$ cat src/hdl/gpc_defines.vh
// register map, field positions, reset values and timing constants of the converter sequencer
`ifndef GPC_DEFINES_VH
`define GPC_DEFINES_VH

// ----------------------------------------------------------------------
// register byte offsets
// ----------------------------------------------------------------------
`define GPC_OFS_CTRL 5'h00
`define GPC_OFS_CTRL2 5'h04
`define GPC_OFS_CTRL3 5'h08
`define GPC_OFS_RESULT 5'h0C
`define GPC_OFS_STATUS 5'h10

// ----------------------------------------------------------------------
// control register fields
// ----------------------------------------------------------------------
`define GPC_CTRL_POWER_ON 0
`define GPC_CTRL_GO 1
`define GPC_CTRL_AUTO_REPEAT 2
`define GPC_CTRL_SINGLE_ENDED 3
`define GPC_CTRL_OFFSET_CANCEL 4
`define GPC_CTRL_IRQ_UNMASK 5
`define GPC_CTRL_DMA_ENABLE 6
`define GPC_CTRL_CHAN_LSB 8
`define GPC_CTRL_CHAN_MSB 10
`define GPC_CTRL_NEG_LSB 12
`define GPC_CTRL_NEG_MSB 13

// ----------------------------------------------------------------------
// second control register fields
// ----------------------------------------------------------------------
`define GPC_CTRL2_SCALE_LSB 0
`define GPC_CTRL2_SCALE_MSB 1
`define GPC_CTRL2_WINDOW_LSB 4
`define GPC_CTRL2_WINDOW_MSB 7
`define GPC_CTRL2_STORE_LSB 8
`define GPC_CTRL2_STORE_MSB 15
`define GPC_CTRL2_AVG_LSB 16
`define GPC_CTRL2_AVG_MSB 18

// ----------------------------------------------------------------------
// third control register fields
// ----------------------------------------------------------------------
`define GPC_CTRL3_SETTLE_LSB 0
`define GPC_CTRL3_SETTLE_MSB 7
`define GPC_CTRL3_GAP_LSB 8
`define GPC_CTRL3_GAP_MSB 15

// ----------------------------------------------------------------------
// status register fields
// ----------------------------------------------------------------------
`define GPC_STAT_DONE 0
`define GPC_STAT_BUSY 1
`define GPC_STAT_READY 2

// ----------------------------------------------------------------------
// reset values
// ----------------------------------------------------------------------
`define GPC_RST_SETTLE 8'h40
`define GPC_RST_WINDOW 4'h1
`define GPC_RST_STORE 8'h00
`define GPC_RST_GAP 8'h00

// ----------------------------------------------------------------------
// timing
// ----------------------------------------------------------------------
`define GPC_CLK_PERIOD_NS 10
`define GPC_GAP_UNIT_NS 1024000
`define GPC_SAMPLE_CYCLES_PER_UNIT 8

`endif

$ cat src/hdl/gpc_sequencer_fix_note.v
// intentionally minimal: no logic

$ cat src/hdl/gpc_sequencer.v
// converter sequencer: power-up, single and repeated conversions, averaging, register slave
//
// Implementation choices: the Avalon-MM interface to the registers and the register addresses.
`timescale 1ns/10ps
`default_nettype none
`include "gpc_defines.vh"


module gpc_sequencer #(
    parameter GAP_UNIT_CYCLES = `GPC_GAP_UNIT_NS / `GPC_CLK_PERIOD_NS,
    parameter TICK_W = 17
) (
    input wire CLK_SYS_I,
    input wire RST_I,
    input wire [4:0] ADDRESS_I,
    input wire READ_I,
    input wire WRITE_I,
    input wire [3:0] BYTEENABLE_I,
    input wire [31:0] WRITEDATA_I,
    output reg [31:0] READDATA_O,
    output wire WAITREQUEST_O,
    input wire CONV_DONE_I,
    input wire [9:0] CONV_DATA_I,
    output wire REG_EN_O,
    output wire CONV_EN_O,
    output wire SAMPLE_O,
    output reg CONV_START_O,
    output reg OFFSET_SIGN_O,
    output wire SINGLE_ENDED_O,
    output wire [1:0] SCALE_O,
    output wire [2:0] CHAN_SEL_O,
    output wire [3:0] POS_PIN_O,
    output wire [3:0] INT_SRC_O,
    output wire [3:0] NEG_PIN_O,
    output wire IRQ_O,
    output reg DMA_REQ_O
);

    // ------------------------------------------------------------------
    // states
    // ------------------------------------------------------------------
    localparam [2:0] ST_OFF = 3'h0;
    localparam [2:0] ST_SETTLE = 3'h1;
    localparam [2:0] ST_IDLE = 3'h2;
    localparam [2:0] ST_SAMPLE = 3'h3;
    localparam [2:0] ST_CONVERT = 3'h4;
    localparam [2:0] ST_GAP = 3'h5;

    localparam [TICK_W-1:0] TICK_LAST = GAP_UNIT_CYCLES[TICK_W-1:0] - 1'b1;
    localparam [2:0] SAMPLE_SHIFT = 3'h3;

    // ------------------------------------------------------------------
    // register storage
    // ------------------------------------------------------------------
    reg power_on_r;
    reg go_r;
    reg auto_repeat_r;
    reg single_ended_r;
    reg offset_cancel_r;
    reg irq_unmask_r;
    reg dma_enable_r;
    reg [2:0] chan_r;
    reg [1:0] neg_r;
    reg [1:0] scale_r;
    reg [3:0] window_r;
    reg [7:0] store_wait_r;
    reg [2:0] avg_exp_r;
    reg [7:0] settle_r;
    reg [7:0] gap_r;
    reg [15:0] result_r;
    reg done_r;
    reg ack_r;

    reg [2:0] state_r;
    reg [2:0] state_nxt;
    reg [16:0] acc_r;
    reg [7:0] idx_r;
    reg [9:0] held_r;
    reg [TICK_W-1:0] tick_cnt_r;
    reg tick_r;

    // ------------------------------------------------------------------
    // converter-side synchronisers
    // ------------------------------------------------------------------
    reg done_s1_r;
    reg done_s2_r;
    reg done_s3_r;
    reg [9:0] data_s1_r;
    reg [9:0] data_s2_r;

    // data settles before done, and both take the same two stages; one clock for bus and control
    always @(posedge CLK_SYS_I) begin
        if (RST_I) begin
            done_s1_r <= 1'b0;
            done_s2_r <= 1'b0;
            done_s3_r <= 1'b0;
            data_s1_r <= 10'h000;
            data_s2_r <= 10'h000;
        end else begin
            done_s1_r <= CONV_DONE_I;
            done_s2_r <= done_s1_r;
            done_s3_r <= done_s2_r;
            data_s1_r <= CONV_DATA_I;
            data_s2_r <= data_s1_r;
        end
    end

    wire done_rise = done_s2_r & ~done_s3_r;

    // ------------------------------------------------------------------
    // avalon slave: one wait cycle, then answer
    // ------------------------------------------------------------------
    wire req = READ_I | WRITE_I;
    wire wr_now = WRITE_I & ack_r;
    wire [31:0] be_mask = {{8{BYTEENABLE_I[3]}}, {8{BYTEENABLE_I[2]}},
                           {8{BYTEENABLE_I[1]}}, {8{BYTEENABLE_I[0]}}};
    reg [31:0] rd_word;
    wire [31:0] wval = (rd_word & ~be_mask) | (WRITEDATA_I & be_mask);

    always @* begin
        rd_word = 32'h00000000;
        case (ADDRESS_I)
            `GPC_OFS_CTRL: begin
                rd_word[`GPC_CTRL_POWER_ON] = power_on_r;
                rd_word[`GPC_CTRL_GO] = go_r;
                rd_word[`GPC_CTRL_AUTO_REPEAT] = auto_repeat_r;
                rd_word[`GPC_CTRL_SINGLE_ENDED] = single_ended_r;
                rd_word[`GPC_CTRL_OFFSET_CANCEL] = offset_cancel_r;
                rd_word[`GPC_CTRL_IRQ_UNMASK] = irq_unmask_r;
                rd_word[`GPC_CTRL_DMA_ENABLE] = dma_enable_r;
                rd_word[`GPC_CTRL_CHAN_MSB:`GPC_CTRL_CHAN_LSB] = chan_r;
                rd_word[`GPC_CTRL_NEG_MSB:`GPC_CTRL_NEG_LSB] = neg_r;
            end
            `GPC_OFS_CTRL2: begin
                rd_word[`GPC_CTRL2_SCALE_MSB:`GPC_CTRL2_SCALE_LSB] = scale_r;
                rd_word[`GPC_CTRL2_WINDOW_MSB:`GPC_CTRL2_WINDOW_LSB] = window_r;
                rd_word[`GPC_CTRL2_STORE_MSB:`GPC_CTRL2_STORE_LSB] = store_wait_r;
                rd_word[`GPC_CTRL2_AVG_MSB:`GPC_CTRL2_AVG_LSB] = avg_exp_r;
            end
            `GPC_OFS_CTRL3: begin
                rd_word[`GPC_CTRL3_SETTLE_MSB:`GPC_CTRL3_SETTLE_LSB] = settle_r;
                rd_word[`GPC_CTRL3_GAP_MSB:`GPC_CTRL3_GAP_LSB] = gap_r;
            end
            `GPC_OFS_RESULT: begin
                rd_word[15:0] = result_r;
            end
            `GPC_OFS_STATUS: begin
                rd_word[`GPC_STAT_DONE] = done_r;
                rd_word[`GPC_STAT_BUSY] = go_r;
                rd_word[`GPC_STAT_READY] = CONV_EN_O;
            end
            default: begin
                rd_word = 32'h00000000;
            end
        endcase
    end

    assign WAITREQUEST_O = req & ~ack_r;

    always @(posedge CLK_SYS_I) begin
        if (RST_I) begin
            ack_r <= 1'b0;
            READDATA_O <= 32'h00000000;
        end else begin
            ack_r <= req & ~ack_r;
            if (READ_I && !ack_r) begin
                READDATA_O <= rd_word;
            end
        end
    end

    // ------------------------------------------------------------------
    // timers
    // ------------------------------------------------------------------
    wire settle_zero;
    wire sample_zero;
    wire store_zero;
    wire gap_zero;
    wire enter_sample;
    wire finish;

    gpc_down_counter #(.W(8)) u_settle (
        .clk_i(CLK_SYS_I),
        .rst_i(RST_I),
        .load_i(state_r == ST_OFF),
        .load_val_i(settle_r),
        .dec_i(state_r == ST_SETTLE),
        .zero_o(settle_zero)
    );

    gpc_down_counter #(.W(7)) u_sample (
        .clk_i(CLK_SYS_I),
        .rst_i(RST_I),
        .load_i(enter_sample),
        .load_val_i((window_r == 4'h0) ? 7'h00 : ({window_r, SAMPLE_SHIFT} - 7'h04)),
        .dec_i(state_r == ST_SAMPLE),
        .zero_o(sample_zero)
    );

    gpc_down_counter #(.W(8)) u_store (
        .clk_i(CLK_SYS_I),
        .rst_i(RST_I),
        .load_i(state_r == ST_SAMPLE),
        .load_val_i(store_wait_r),
        .dec_i(state_r == ST_CONVERT),
        .zero_o(store_zero)
    );

    gpc_down_counter #(.W(8)) u_gap (
        .clk_i(CLK_SYS_I),
        .rst_i(RST_I),
        .load_i(finish),
        .load_val_i(gap_r),
        .dec_i(tick_r && (state_r == ST_GAP)),
        .zero_o(gap_zero)
    );

    // free-running slow tick; a gap waits whole ticks, so the first may come at once and a gap may end up to one unit early
    always @(posedge CLK_SYS_I) begin
        if (RST_I) begin
            tick_cnt_r <= {TICK_W{1'b0}};
            tick_r <= 1'b0;
        end else begin
            tick_r <= (tick_cnt_r == TICK_LAST);
            if (tick_cnt_r == TICK_LAST) begin
                tick_cnt_r <= {TICK_W{1'b0}};
            end else begin
                tick_cnt_r <= tick_cnt_r + {{(TICK_W-1){1'b0}}, 1'b1};
            end
        end
    end

    // ------------------------------------------------------------------
    // sample taking and averaging
    // ------------------------------------------------------------------
    wire handshake = (store_wait_r == 8'h00);
    wire take = (state_r == ST_CONVERT) && (handshake ? done_rise : store_zero);
    // a fixed wait that ends too early stores the previous sample
    wire [9:0] take_val = (handshake || done_rise) ? data_s2_r : held_r;
    wire [2:0] k_eff = (offset_cancel_r && (avg_exp_r == 3'h0)) ? 3'h1 : avg_exp_r;
    wire [7:0] n_last = (8'h01 << k_eff) - 8'h01;
    wire [16:0] acc_nxt = acc_r + {7'h00, take_val};
    wire [22:0] scaled = {acc_nxt, 6'h00} >> k_eff;
    assign finish = take && (idx_r == n_last);
    wire go_write = wr_now && (ADDRESS_I == `GPC_OFS_CTRL) && wval[`GPC_CTRL_GO];
    wire start = go_write && !go_r && (state_r == ST_IDLE);
    wire relaunch = finish && auto_repeat_r && (gap_r == 8'h00);
    assign enter_sample = start || (take && !finish) || relaunch ||
                          ((state_r == ST_GAP) && gap_zero && auto_repeat_r);

    // ------------------------------------------------------------------
    // sequencer state machine
    // ------------------------------------------------------------------
    always @* begin
        state_nxt = state_r;
        case (state_r)
            ST_OFF: begin
                if (power_on_r) begin
                    state_nxt = ST_SETTLE;
                end
            end
            ST_SETTLE: begin
                if (settle_zero) begin
                    state_nxt = ST_IDLE;
                end
            end
            ST_IDLE: begin
                if (start) begin
                    state_nxt = ST_SAMPLE;
                end
            end
            ST_SAMPLE: begin
                if (sample_zero) begin
                    state_nxt = ST_CONVERT;
                end
            end
            ST_CONVERT: begin
                if (take) begin
                    if (!finish || relaunch) begin
                        state_nxt = ST_SAMPLE;
                    end else if (auto_repeat_r) begin
                        state_nxt = ST_GAP;
                    end else begin
                        state_nxt = ST_IDLE;
                    end
                end
            end
            ST_GAP: begin
                if (!auto_repeat_r) begin
                    state_nxt = ST_IDLE;
                end else if (gap_zero) begin
                    state_nxt = ST_SAMPLE;
                end
            end
            default: begin
                state_nxt = ST_OFF;
            end
        endcase
        if (!power_on_r) begin
            state_nxt = ST_OFF;
        end
    end

    always @(posedge CLK_SYS_I) begin
        if (RST_I) begin
            state_r <= ST_OFF;
            acc_r <= 17'h00000;
            idx_r <= 8'h00;
            held_r <= 10'h000;
            CONV_START_O <= 1'b0;
            OFFSET_SIGN_O <= 1'b0;
            DMA_REQ_O <= 1'b0;
            result_r <= 16'h0000;
        end else begin
            state_r <= state_nxt;
            CONV_START_O <= (state_r == ST_SAMPLE) && sample_zero && power_on_r;
            DMA_REQ_O <= finish && dma_enable_r;
            if (done_rise) begin
                held_r <= data_s2_r;
            end
            if (start || (finish && auto_repeat_r)) begin
                acc_r <= 17'h00000;
                idx_r <= 8'h00;
                OFFSET_SIGN_O <= 1'b0;
            end else if (take) begin
                acc_r <= acc_nxt;
                idx_r <= idx_r + 8'h01;
                OFFSET_SIGN_O <= offset_cancel_r & ~OFFSET_SIGN_O;
            end
            if (finish) begin
                result_r <= scaled[15:0];
            end
        end
    end

    // ------------------------------------------------------------------
    // control registers, go and done flags
    // ------------------------------------------------------------------
    wire wr_ctrl = wr_now && (ADDRESS_I == `GPC_OFS_CTRL);
    wire wr_ctrl2 = wr_now && (ADDRESS_I == `GPC_OFS_CTRL2);
    wire wr_ctrl3 = wr_now && (ADDRESS_I == `GPC_OFS_CTRL3);
    wire clr_done = wr_now && (ADDRESS_I == `GPC_OFS_STATUS) &&
                    BYTEENABLE_I[0] && WRITEDATA_I[`GPC_STAT_DONE];
    wire series_end = (finish && !auto_repeat_r) || ((state_r == ST_GAP) && !auto_repeat_r);

    always @(posedge CLK_SYS_I) begin
        if (RST_I) begin
            power_on_r <= 1'b0;
            go_r <= 1'b0;
            auto_repeat_r <= 1'b0;
            single_ended_r <= 1'b0;
            offset_cancel_r <= 1'b0;
            irq_unmask_r <= 1'b0;
            dma_enable_r <= 1'b0;
            chan_r <= 3'h0;
            neg_r <= 2'h0;
            scale_r <= 2'h0;
            window_r <= `GPC_RST_WINDOW;
            store_wait_r <= `GPC_RST_STORE;
            avg_exp_r <= 3'h0;
            settle_r <= `GPC_RST_SETTLE;
            gap_r <= `GPC_RST_GAP;
            done_r <= 1'b0;
        end else begin
            if (wr_ctrl) begin
                power_on_r <= wval[`GPC_CTRL_POWER_ON];
                auto_repeat_r <= wval[`GPC_CTRL_AUTO_REPEAT];
                single_ended_r <= wval[`GPC_CTRL_SINGLE_ENDED];
                offset_cancel_r <= wval[`GPC_CTRL_OFFSET_CANCEL];
                irq_unmask_r <= wval[`GPC_CTRL_IRQ_UNMASK];
                dma_enable_r <= wval[`GPC_CTRL_DMA_ENABLE];
                chan_r <= wval[`GPC_CTRL_CHAN_MSB:`GPC_CTRL_CHAN_LSB];
                neg_r <= wval[`GPC_CTRL_NEG_MSB:`GPC_CTRL_NEG_LSB];
            end
            if (wr_ctrl2) begin
                scale_r <= wval[`GPC_CTRL2_SCALE_MSB:`GPC_CTRL2_SCALE_LSB];
                window_r <= wval[`GPC_CTRL2_WINDOW_MSB:`GPC_CTRL2_WINDOW_LSB];
                store_wait_r <= wval[`GPC_CTRL2_STORE_MSB:`GPC_CTRL2_STORE_LSB];
                avg_exp_r <= wval[`GPC_CTRL2_AVG_MSB:`GPC_CTRL2_AVG_LSB];
            end
            if (wr_ctrl3) begin
                settle_r <= wval[`GPC_CTRL3_SETTLE_MSB:`GPC_CTRL3_SETTLE_LSB];
                gap_r <= wval[`GPC_CTRL3_GAP_MSB:`GPC_CTRL3_GAP_LSB];
            end
            // go stays high across a whole repeat series, gaps included
            if (start) begin
                go_r <= 1'b1;
            end else if (series_end || (state_nxt == ST_OFF)) begin
                go_r <= 1'b0;
            end
            // a completion in the clearing cycle wins
            if (finish) begin
                done_r <= 1'b1;
            end else if (clr_done) begin
                done_r <= 1'b0;
            end
        end
    end

    // ------------------------------------------------------------------
    // analog front-end controls
    // ------------------------------------------------------------------
    assign REG_EN_O = (state_r != ST_OFF);
    assign CONV_EN_O = (state_r != ST_OFF) && (state_r != ST_SETTLE);
    assign SAMPLE_O = (state_r == ST_SAMPLE);
    assign SINGLE_ENDED_O = single_ended_r;
    assign SCALE_O = scale_r;
    assign CHAN_SEL_O = chan_r;
    // pins on 0..3; 4 temperature, 5 and 6 battery rails, 7 core supply
    assign POS_PIN_O = chan_r[2] ? 4'h0 : (4'h1 << chan_r[1:0]);
    assign INT_SRC_O = chan_r[2] ? (4'h1 << chan_r[1:0]) : 4'h0;
    assign NEG_PIN_O = single_ended_r ? 4'h0 : (4'h1 << neg_r);
    assign IRQ_O = done_r & irq_unmask_r;

endmodule

`default_nettype wire

$ cat src/hdl/gpc_down_counter.v
// loadable down counter with zero flag, shared by the settle, sample, store and gap timers
`timescale 1ns/10ps
`default_nettype none

module gpc_down_counter #(
    parameter W = 8
) (
    input wire clk_i,
    input wire rst_i,
    input wire load_i,
    input wire [W-1:0] load_val_i,
    input wire dec_i,
    output wire zero_o
);

    reg [W-1:0] cnt_r;

    // load beats decrement; holds at zero
    always @(posedge clk_i) begin
        if (rst_i) begin
            cnt_r <= {W{1'b0}};
        end else if (load_i) begin
            cnt_r <= load_val_i;
        end else if (dec_i && (cnt_r != {W{1'b0}})) begin
            cnt_r <= cnt_r - {{(W-1){1'b0}}, 1'b1};
        end
    end

    assign zero_o = (cnt_r == {W{1'b0}});

endmodule

`default_nettype wire

$ cat config.mk
export PLATFORM = sky130hd
export DESIGN_NAME = gpc_sequencer
export DESIGN_NICKNAME = d
export VERILOG_FILES = /design/src/hdl/gpc_sequencer_fix_note.v /design/src/hdl/gpc_sequencer.v /design/src/hdl/gpc_down_counter.v
export VERILOG_INCLUDE_DIRS = /design/src /design/src/hdl
export SDC_FILE = /design/constraint.sdc
export NUM_CORES = 1
export LEC_CHECK = 0
export ABC_AREA = 1
export ABC_CLOCK_PERIOD_IN_PS = 4900
export BUFFER_PORTS_ARGS = -buffer_cell sky130_fd_sc_hd__buf_4
export CORE_ASPECT_RATIO = 0.7
export CORE_MARGIN = 1.5
export CORE_UTILIZATION = 64
export DETAILED_ROUTE_END_ITERATION = 6
export PLACE_DENSITY = 0.89
export SYNTH_ARGS = -nofsm -noshare
export SYNTH_HDL_FRONTEND = slang
export SYNTH_SLANG_ARGS = --single-unit
export TNS_END_PERCENT = 5
$ cat constraint.sdc
create_clock -name CLK_SYS_I -period 4.9 [get_ports CLK_SYS_I]
set_clock_uncertainty 0.05 [all_clocks]
set_input_delay 0.98 -clock CLK_SYS_I [delete_from_list [all_inputs] [get_ports CLK_SYS_I]]
set_output_delay 0.98 -clock CLK_SYS_I [all_outputs]
set_load 0.02 [all_outputs]
## After elaboration in Yosys (flattened, before gate mapping)

Index checks and enable logic that the tools add are counted.

- $add $sub $neg: 9
- Shifts and indexed selects: 4
- Equal/unequal tests: 12
- Bitwise operators: 13
- Muxes and demuxes: 39
- Reductions and logical operators: 65

Operators with widths:

| cell | count |
|---|---|
| 8-bit two-way mux | 6 |
| 8-bit logical NOT | 5 |
| 19-bit bitwise AND | 2 |
| 3-bit two-way mux | 11 |
| 8-bit by 1-bit subtractor with 8-bit output, second input constant | 4 |
| 1-bit logical AND | 29 |
| 3-bit case mux with 4 select lines | 2 |
| 8-bit nonzero test | 3 |
| 23-bit by 3-bit >> shifter with 16-bit output | 1 |
| 7-bit two-way mux | 3 |
| 19-bit NOT | 1 |
| 19-bit bitwise OR | 1 |
| 3-bit case mux with 6 select lines | 1 |
| 17-bit by 1-bit adder with 17-bit output, second input constant | 1 |
| 17-bit by 10-bit adder with 17-bit output | 1 |
| 17-bit == test, second input constant | 1 |
| 4-bit two-way mux | 3 |
| 2-bit nonzero test | 6 |
| 5-bit by 4-bit == test with 1-bit output, second input constant | 2 |
| 10-bit two-way mux | 1 |
| 2-bit case mux with 5 select lines | 1 |
| 3-bit logical NOT | 3 |
| 1-bit case mux with 3 select lines | 3 |
| 8-bit by 1-bit adder with 8-bit output, second input constant | 1 |
| other kinds (26) | 50 |

- Register bits after elaboration: 195
- Output and inout bits: 58
- Logic and storage cells: 179
- Input bits: 56

## Depth between registers and ports, before layout

Gate-level depths: netlist (run 1).

- Depth in word-level cells: 18
- Depth in mapped cells: 26
- Depth with buffers taken out: 25

## Cells and area by module

From an unflattened synthesis (run 1), not the netlist that was laid out.

- Cells, all modules: 1,636
- Area total of the unflattened synthesis: 10,756.6 µm²

Modules (own cells, without submodules):

| module | cells an instance | times used | area an instance (µm²) | seq. area each (µm²) |
|---|---|---|---|---|
| gpc_sequencer | 1,232 | 1 | 8,424.3 | 3,283.1 |
| gpc_down_counter (u_gap ...) | 104 | 3 | 600.6 | 160.2 |
| gpc_down_counter (u_sample) | 92 | 1 | 530.5 | 140.1 |

## Worst setup path before layout (run 1)

No wires, ideal clock.

- Path type: register to register
- Start point: register done_s2_r
- End point: register result_r[13]
- Stages on the path, launching flop included: 23
- Data required time: 4,733 ps
- Clock period less this slack: 3,191 ps
- Buffers on the path: 2
- Arrival time: 3,024 ps
- Setup slack: 1,709 ps
- Setup time: 117 ps
- Path through: dfxtp_1 -> inv_1 -> nor2_1 -> inv_1 -> clkbuf_1 -> nand2_1 -> clkbuf_1 -> mux2_2 -> ha_1 -> inv_1 -> fa_1 -> inv_1 -> nand3_1 -> nand2_1 -> nand3_1 -> nand2_1 -> or2_2 -> nand3_1 -> nand3_1 -> nand3_1 -> nand2_1 -> nor2_1 -> nor2_1

- Cells in the longest elaborated chain, start to end: 5
- Elaborated cells on any way between the ends: 8
- Those cells by class: 1 x add/sub; 1 x shift; 2 x mux; 1 x bitwise; 3 x reduce/logical

RTL lines:

| item | RTL line | RTL |
|---|---|---|
| from (decl) | gpc_sequencer.v:86 | `reg done_s2_r;` |
| from (signal assigned) | gpc_sequencer.v:101 | `done_s2_r <= done_s1_r;` |
| 1-bit bitwise AND * | gpc_sequencer.v:108 | `wire done_rise = done_s2_r & ~done_s3_r;` |
| 1-bit logical OR | gpc_sequencer.v:239 | `wire [9:0] take_val = (handshake \|\| done_rise) ? data_s2_r : held_r;` |
| 10-bit two-way mux | gpc_sequencer.v:239 |  |
| 17-bit by 10-bit adder with 17-bit output | gpc_sequencer.v:242 | `wire [16:0] acc_nxt = acc_r + {7'h00, take_val};` |
| 23-bit by 3-bit >> shifter with 16-bit output | gpc_sequencer.v:243 | `wire [22:0] scaled = {acc_nxt, 6'h00} >> k_eff;` |
| to (signal assigned) | gpc_sequencer.v:331 | `result_r <= scaled[15:0];` |
| to (decl) | gpc_sequencer.v:70 | `reg [15:0] result_r;` |

Every way passes the cells marked *; elsewhere a longest branch is shown, timed or not.
A chain may end at the register's enable or synchronous reset.

## Final worst setup path (run 1)

Same ends and word-level chain as after synthesis.

==> run metrics, run 1 <==
outcome=finished clean; unrepaired setup endpoints after global routing=no; Syn. warnings=0; Sinks on Clock Net=~200; worst-case reg-to-reg path depth=22; wire per inst=16.03 µm; Slew @ Worst Pin=~1000 ps; Total Routed Length=between 20 and 30 mm; H-tree depth=4; Sw Ratio=between 20 and 30%; clk buf depth=2; DP Worst Slack=882.6 ps; row count=38; most frequent cells in the layout=298 x nand2_1, 203 x inv_1, 195 x dfxtp_1, 168 x nor2_1, 125 x a21oi_1; vias=10651; Rel. slew slack=a little under a third; worst-path fanout max=12; GRT Util Overall=34.66%; die area=16950 µm²; Slew Viols, Final=0; Netlist Area Pre-Place=10350 µm²; die width=approximately 150 µm; final setup fails=0; post-synthesis sequential area ratio=a little under two fifths; post-DP HPWL=20.60 mm; Crit Path Category=reg -> reg; final non-filler cell total=approximately 1800; final worst slack=758.3 ps; drt initial violations=between 1000 and 1500; Initial Util=roughly 66%; final hold vios=0; Port Buffers=between 80 and 90; Pre-antenna DRT Iters=6; drt drc=0; Synth cell types=slightly below 50; antenna violations before repair=0; FF+latch count, synth=about 200; hold_buf cts=0; largest net degree at the start of global routing=73; worst skew pair latency=440 ps; hold_sp=data_s1_r[5]; number of buffers created by CTS=17; critical path endpoint category=flop; share of the synthesized area in the top cell type=between 30% and 40%; first-pass GRT wire length=~46 mm; Worst Setup SP=done_s2_r; fin nets=1666; Setup Fix Bufs, Post-CTS=0; Die H=~110 µm; worst r2r src=done_s2_r; r2r endpoint=result_r[13]; PD cells=around 280 nW/µm²; depth of the worst hold-timing path=2; CTS tree=yes; Hold Crit Class=reg -> reg; worst hold path endpoint=data_s2_r[5]; Post-CTS Resized=0; Reg power frac=~49%; commonest non-fill, non-tap cell in the layout=nand2_1; diode count=0; period utilisation layout=84.52%; final hold slack=about 360 ps; Final Wtd Congestion=about 0.96; max-cap violations=0; Psw=~0.85 mW; clock slew at reported path FFs=80 ps; crit start category=flop; Root Driver=clkbuf_16; Peak Freq=241.4 MHz; Gate Count Post-Synth=around 1500; critical path data required time=5190 ps; setup TNS=0 ps; arrival time worst endpoint=about 4400 ps; Max VDD drop=~250 µV; share of cells above drive strength 1=a little over a tenth; Post-Place Cells=about 1800; Layout area overhead=12.72%; vias in the first global route=between 9000 and 10000; Clk pwr share=between 40 and 50%; leading post-synthesis cells by cell area=dfxtp_1 38%, nand2_1 11%, inv_1 7.4%; leading area contributor after synthesis=dfxtp_1; gr ovfl total=0; num ports=about 110; detail-routed via count per cell=between 5 and 6; Syn Area/Cell=between 6 and 7 µm²; number of synthesized flops with an enable pin=0; post-route antenna net violation count=0; Pint=about 2.5 mW; FFs w/ async S/R, synth=0%; leakage power=around 5.4 nW; Main synth FF type=dfxtp_1; post-layout minimum cycle time=4142 ps; Core ar.=around 16000 µm²; Comb pwr share=~6.6%; r2r setup slk=760 ps
-- flip-flops by register name, indices dropped and copies added (netlist names), 4 cells and up --
signal and cells:
data_s2_r 10, window_r 4, u_gap.cnt_r 8, result_r 16, tick_cnt_r 17, u_store.cnt_r 8, settle_r 8, store_wait_r 8
acc_r 17, u_settle.cnt_r 8, idx_r 8, READDATA_O 19, held_r 10, data_s1_r 10, u_sample.cnt_r 7, gap_r 8
-- metal layers --
metal | part of all wire (%) | vias up | global-route usage [%] | wire length, µm
met5 | 0 | - | 0 | 0
met2 | 44 | 555 | 55.25 | 12840
met1 | 43 | 4896 | 46.41 | 12450
met3 | 10 | 68 | 7.134 | 2950
met4 | 2.2 | 0 | 14.01 | 648
li1 | - | 5132 | - | -
-- how the worst max path moves through the flow --
stage	endpoint	slack (ps)	depth (start not counted)
after floorplan	result_r[13]	1710	22
after global placement	result_r[13]	940	22
after detailed placement	result_r[13]	880	22
after CTS	result_r[13]	830	22
after global routing	result_r[13]	320	22
final	result_r[13]	760	22
-- metrics by stage --
stage	utilization, %	area [µm²]	total power, mW
CTS	74.56	11660	3.309
floorplan	-	10390	1.798
global placement	70.59	11040	1.866
finish	74.56	11660	3.311
global route	74.56	11660	3.402
detailed placement	70.59	11040	1.872
-- area by class of cell --
| cell class | count | area, µm² |
|---|---|---|
| well taps | 200 | 250.2 |
| multi-input cells | 1064 | 5360 |
| clock buffers | 17 | 425.4 |
| repair buffers | 96 | 720.7 |
| clock inverters | 15 | 196.4 |
| inverters | 215 | 807.0 |
| fillers | 1199 | 3979 |
| flip-flops and latches | 195 | 3904 |
-- synthesized netlist by cell type, types with 14 or more instances --
master	n
nand2_1	298
inv_1	204
dfxtp_1	195
nor2_1	169
a21oi_1	125
o21ai_0	123
nand3_1	121
clkbuf_1	40
nor3_1	31
ha_1	20
xor2_1	18
buf_4	14
nand4_1	14
o211ai_1	14
-- logic make-up after synthesis --
kind of cell	Yosys count	synth area share, %
XOR/XNOR	25	2.116
flip-flops	195	37.73
adder cells (fa/ha/maj)	21	2.612
buffers and inverters	284	10.93
multiplexers	9	0.9795
AND/OR/NAND/NOR	669	27.71
AO/OA/AOI/OAI	327	17.88
other	1	0.03624
-- power by group through the flow --
stage                     logic, mW  registers (mW)  clock network (mW)
final                         0.218            1.62                1.47
after global routing          0.238            1.63                1.54
after CTS                     0.214            1.62                1.47
after detailed placement      0.211            1.66                   0
after global placement        0.206            1.66                   0
after floorplan               0.130            1.67                   0
-- critical path, stage by stage (launching register included) --
cell	delay [ps]
dfxtp_1	310
inv_1	50
nor2_1	510
inv_1	350
nand2_1	430
mux2_2	240
ha_1	220
inv_1	80
fa_1	420
inv_1	130
nand3_1	80
nand2_1	120
nand3_1	80
nand2_1	160
nand2_1	100
nand3_1	100
nand3_1	100
nand2_1	90
nand2_1	70
nand3_1	110
nand2_1	70
nor2_1	120
nor2_1	50
Note: power is estimated with default switching activity, not from simulation.
==> run 2, diff against run 1 <==
- ABC_CLOCK_PERIOD_IN_PS: 4900 -> 3750
- CORE_UTILIZATION: 64 -> 54
- PLACE_DENSITY: 0.89 -> 0.8
- clock period: 4.9 -> 3.75 ns (I/O delays scaled with it)
==> run metrics, run 2 (synthesized netlist as in run 1, its figures left out) <==
final setup fails=0; cell breakdown of the critical path=inv_1 > nand2_1 > nor3_2 > nand3_1 > nand2_2 > mux2_2 > ha_1 > inv_1 > fa_1 > inv_1 > nand3_1 > nand2_1 > nand3_1 > nand2_1 > or2_2 > nand3_1 > nand3_1 > nand3_1 > nand2_1 > nor2_1 > nor2_1; critical path data required time=4040 ps; total power=roughly 4.3 mW; max reg flops=19; PD cells=362.4 nW/µm²; die area=between 20000 and 25000 µm²; most frequent cells in the layout=297 x nand2_1, 203 x inv_1, 195 x dfxtp_1, 168 x nor2_1, 125 x a21oi_1; Port Buffers=86; share of cells above drive strength 1=between 10 and 15%; Initial Util=55.00%; Slew Viols, Final=0; CP max-delay cell=mux2_2; Core ar.=~19000 µm²; Peak Freq=just under 300 MHz; worst-path fanout max=7; Die H=about 120 µm; detail-routed via count per cell=around 5.6; clk buf depth=2; fin util=62.64%; post-route antenna net violation count=0; post-DP HPWL=about 20 mm; max-cap violations=0; GRT Util Overall=between 20% and 30%; Pre-antenna DRT Iters=5; crit-path max cell delay=approximately 380 ps; Final Wtd Congestion=around 0.94; Post-Place Cells=roughly 1800; post-layout minimum cycle time=3468 ps; Total Routed Length=between 20 and 30 mm; final worst slack=between 200 and 300 ps; vias in the first global route=about 9300; Slew @ Worst Pin=roughly 1100 ps; largest net degree at the start of global routing=between 70 and 80; H-tree depth=4; worst skew pair latency=440 ps; crit start category=flop; Sinks on Clock Net=approximately 200; fill count=roughly 1700; row count=42; final non-filler cell total=1854; placed cell area=approximately 11000 µm²; setup TNS=0 ps; Crit Path Category=reg -> reg; Layout area overhead=13.88%; commonest non-fill, non-tap cell in the layout=nand2_1; wire per inst=between 10 and 15 µm; first-pass GRT wire length=between 40 and 50 mm; area occupied by multi-input gates=5375 µm²; drt drc=0; antenna violations before repair=0; clock slew at reported path FFs=80 ps; number of buffers created by CTS=17; die width=between 150 and 200 µm; Hold Crit Class=reg -> reg; largest registers=READDATA_O x19, acc_r x17, tick_cnt_r x17; most flop-heavy register=READDATA_O; critical path endpoint category=flop; Root Driver=clkbuf_16; outcome=finished clean; drt initial violations=around 1100; Max VDD drop=slightly below 400 µV; num ports=approximately 110; CTS tree=yes; DP Worst Slack=256.4 ps; arrival time worst endpoint=3760 ps; fin nets=about 1700; cell area after layout=11780 µm²; register area=between 3000 and 4000 µm²; final hold vios=0; CP dominant cell by count=nand3_1; vias=around 10000; diode count=0; leakage power=5.488 nW; Rel. slew slack=24.34%; period utilisation layout=approximately 90%; hold_buf cts=0; final hold slack=about 350 ps; gr ovfl total=0
[run 2: worst paths after layout]
check | start | end | slack [ps] | depth (start not counted)
setup / recovery | store_wait_r[6] | result_r[13] | 280 | 21
hold / removal | data_s1_r[3] | data_s2_r[3] | 350 | 2
setup reg to reg | store_wait_r[6] | result_r[13] | 280 | 21
hold reg to reg | data_s1_r[3] | data_s2_r[3] | 350 | 2
[run 2: cell type report]
type	instances	area share, %
sequential	195	33.13
multi-input combinational	1064	45.61
tap	242	2.570
clock buffer	20	3.961
inverter	215	6.849
timing repair buffer	106	6.753
clock inverter	12	1.126
[run 2: timing repair]
item,4_1_cts,5_1_grt
hold endpoints to repair,0,0
gates resized for setup,0,3
endpoints found under the setup margin,0,14
buffers inserted,0,0
[run 2: where the power goes]
part | internal, mW | total, mW | switching, mW
Clock | 0.996 | 1.87 | 0.871
Sequential | 2.10 | 2.12 | 0.0181
Combinational | 0.100 | 0.281 | 0.181
[run 2: worst max-delay path, delay by kind of cell (launching register included)]
| kind | cells | cell delay [ps] |
|---|---|---|
| adders and majority gates | 2 | 450 |
| muxes | 1 | 380 |
| DFF | 1 | 320 |
| buffers and inverters | 3 | 270 |
| and+or+nand+nor | 15 | 1880 |
[run 2: per-layer routing]
metal / share of wire [%] / up-vias / GRT usage (%)
met5: 0 / - / 0
met2: 44 / 417 / 43.80
met4: 1.8 / 0 / 8.259
li1: - / 5160 / -
met3: 8.1 / 42 / 5.616
met1: 46 / 4729 / 39.21
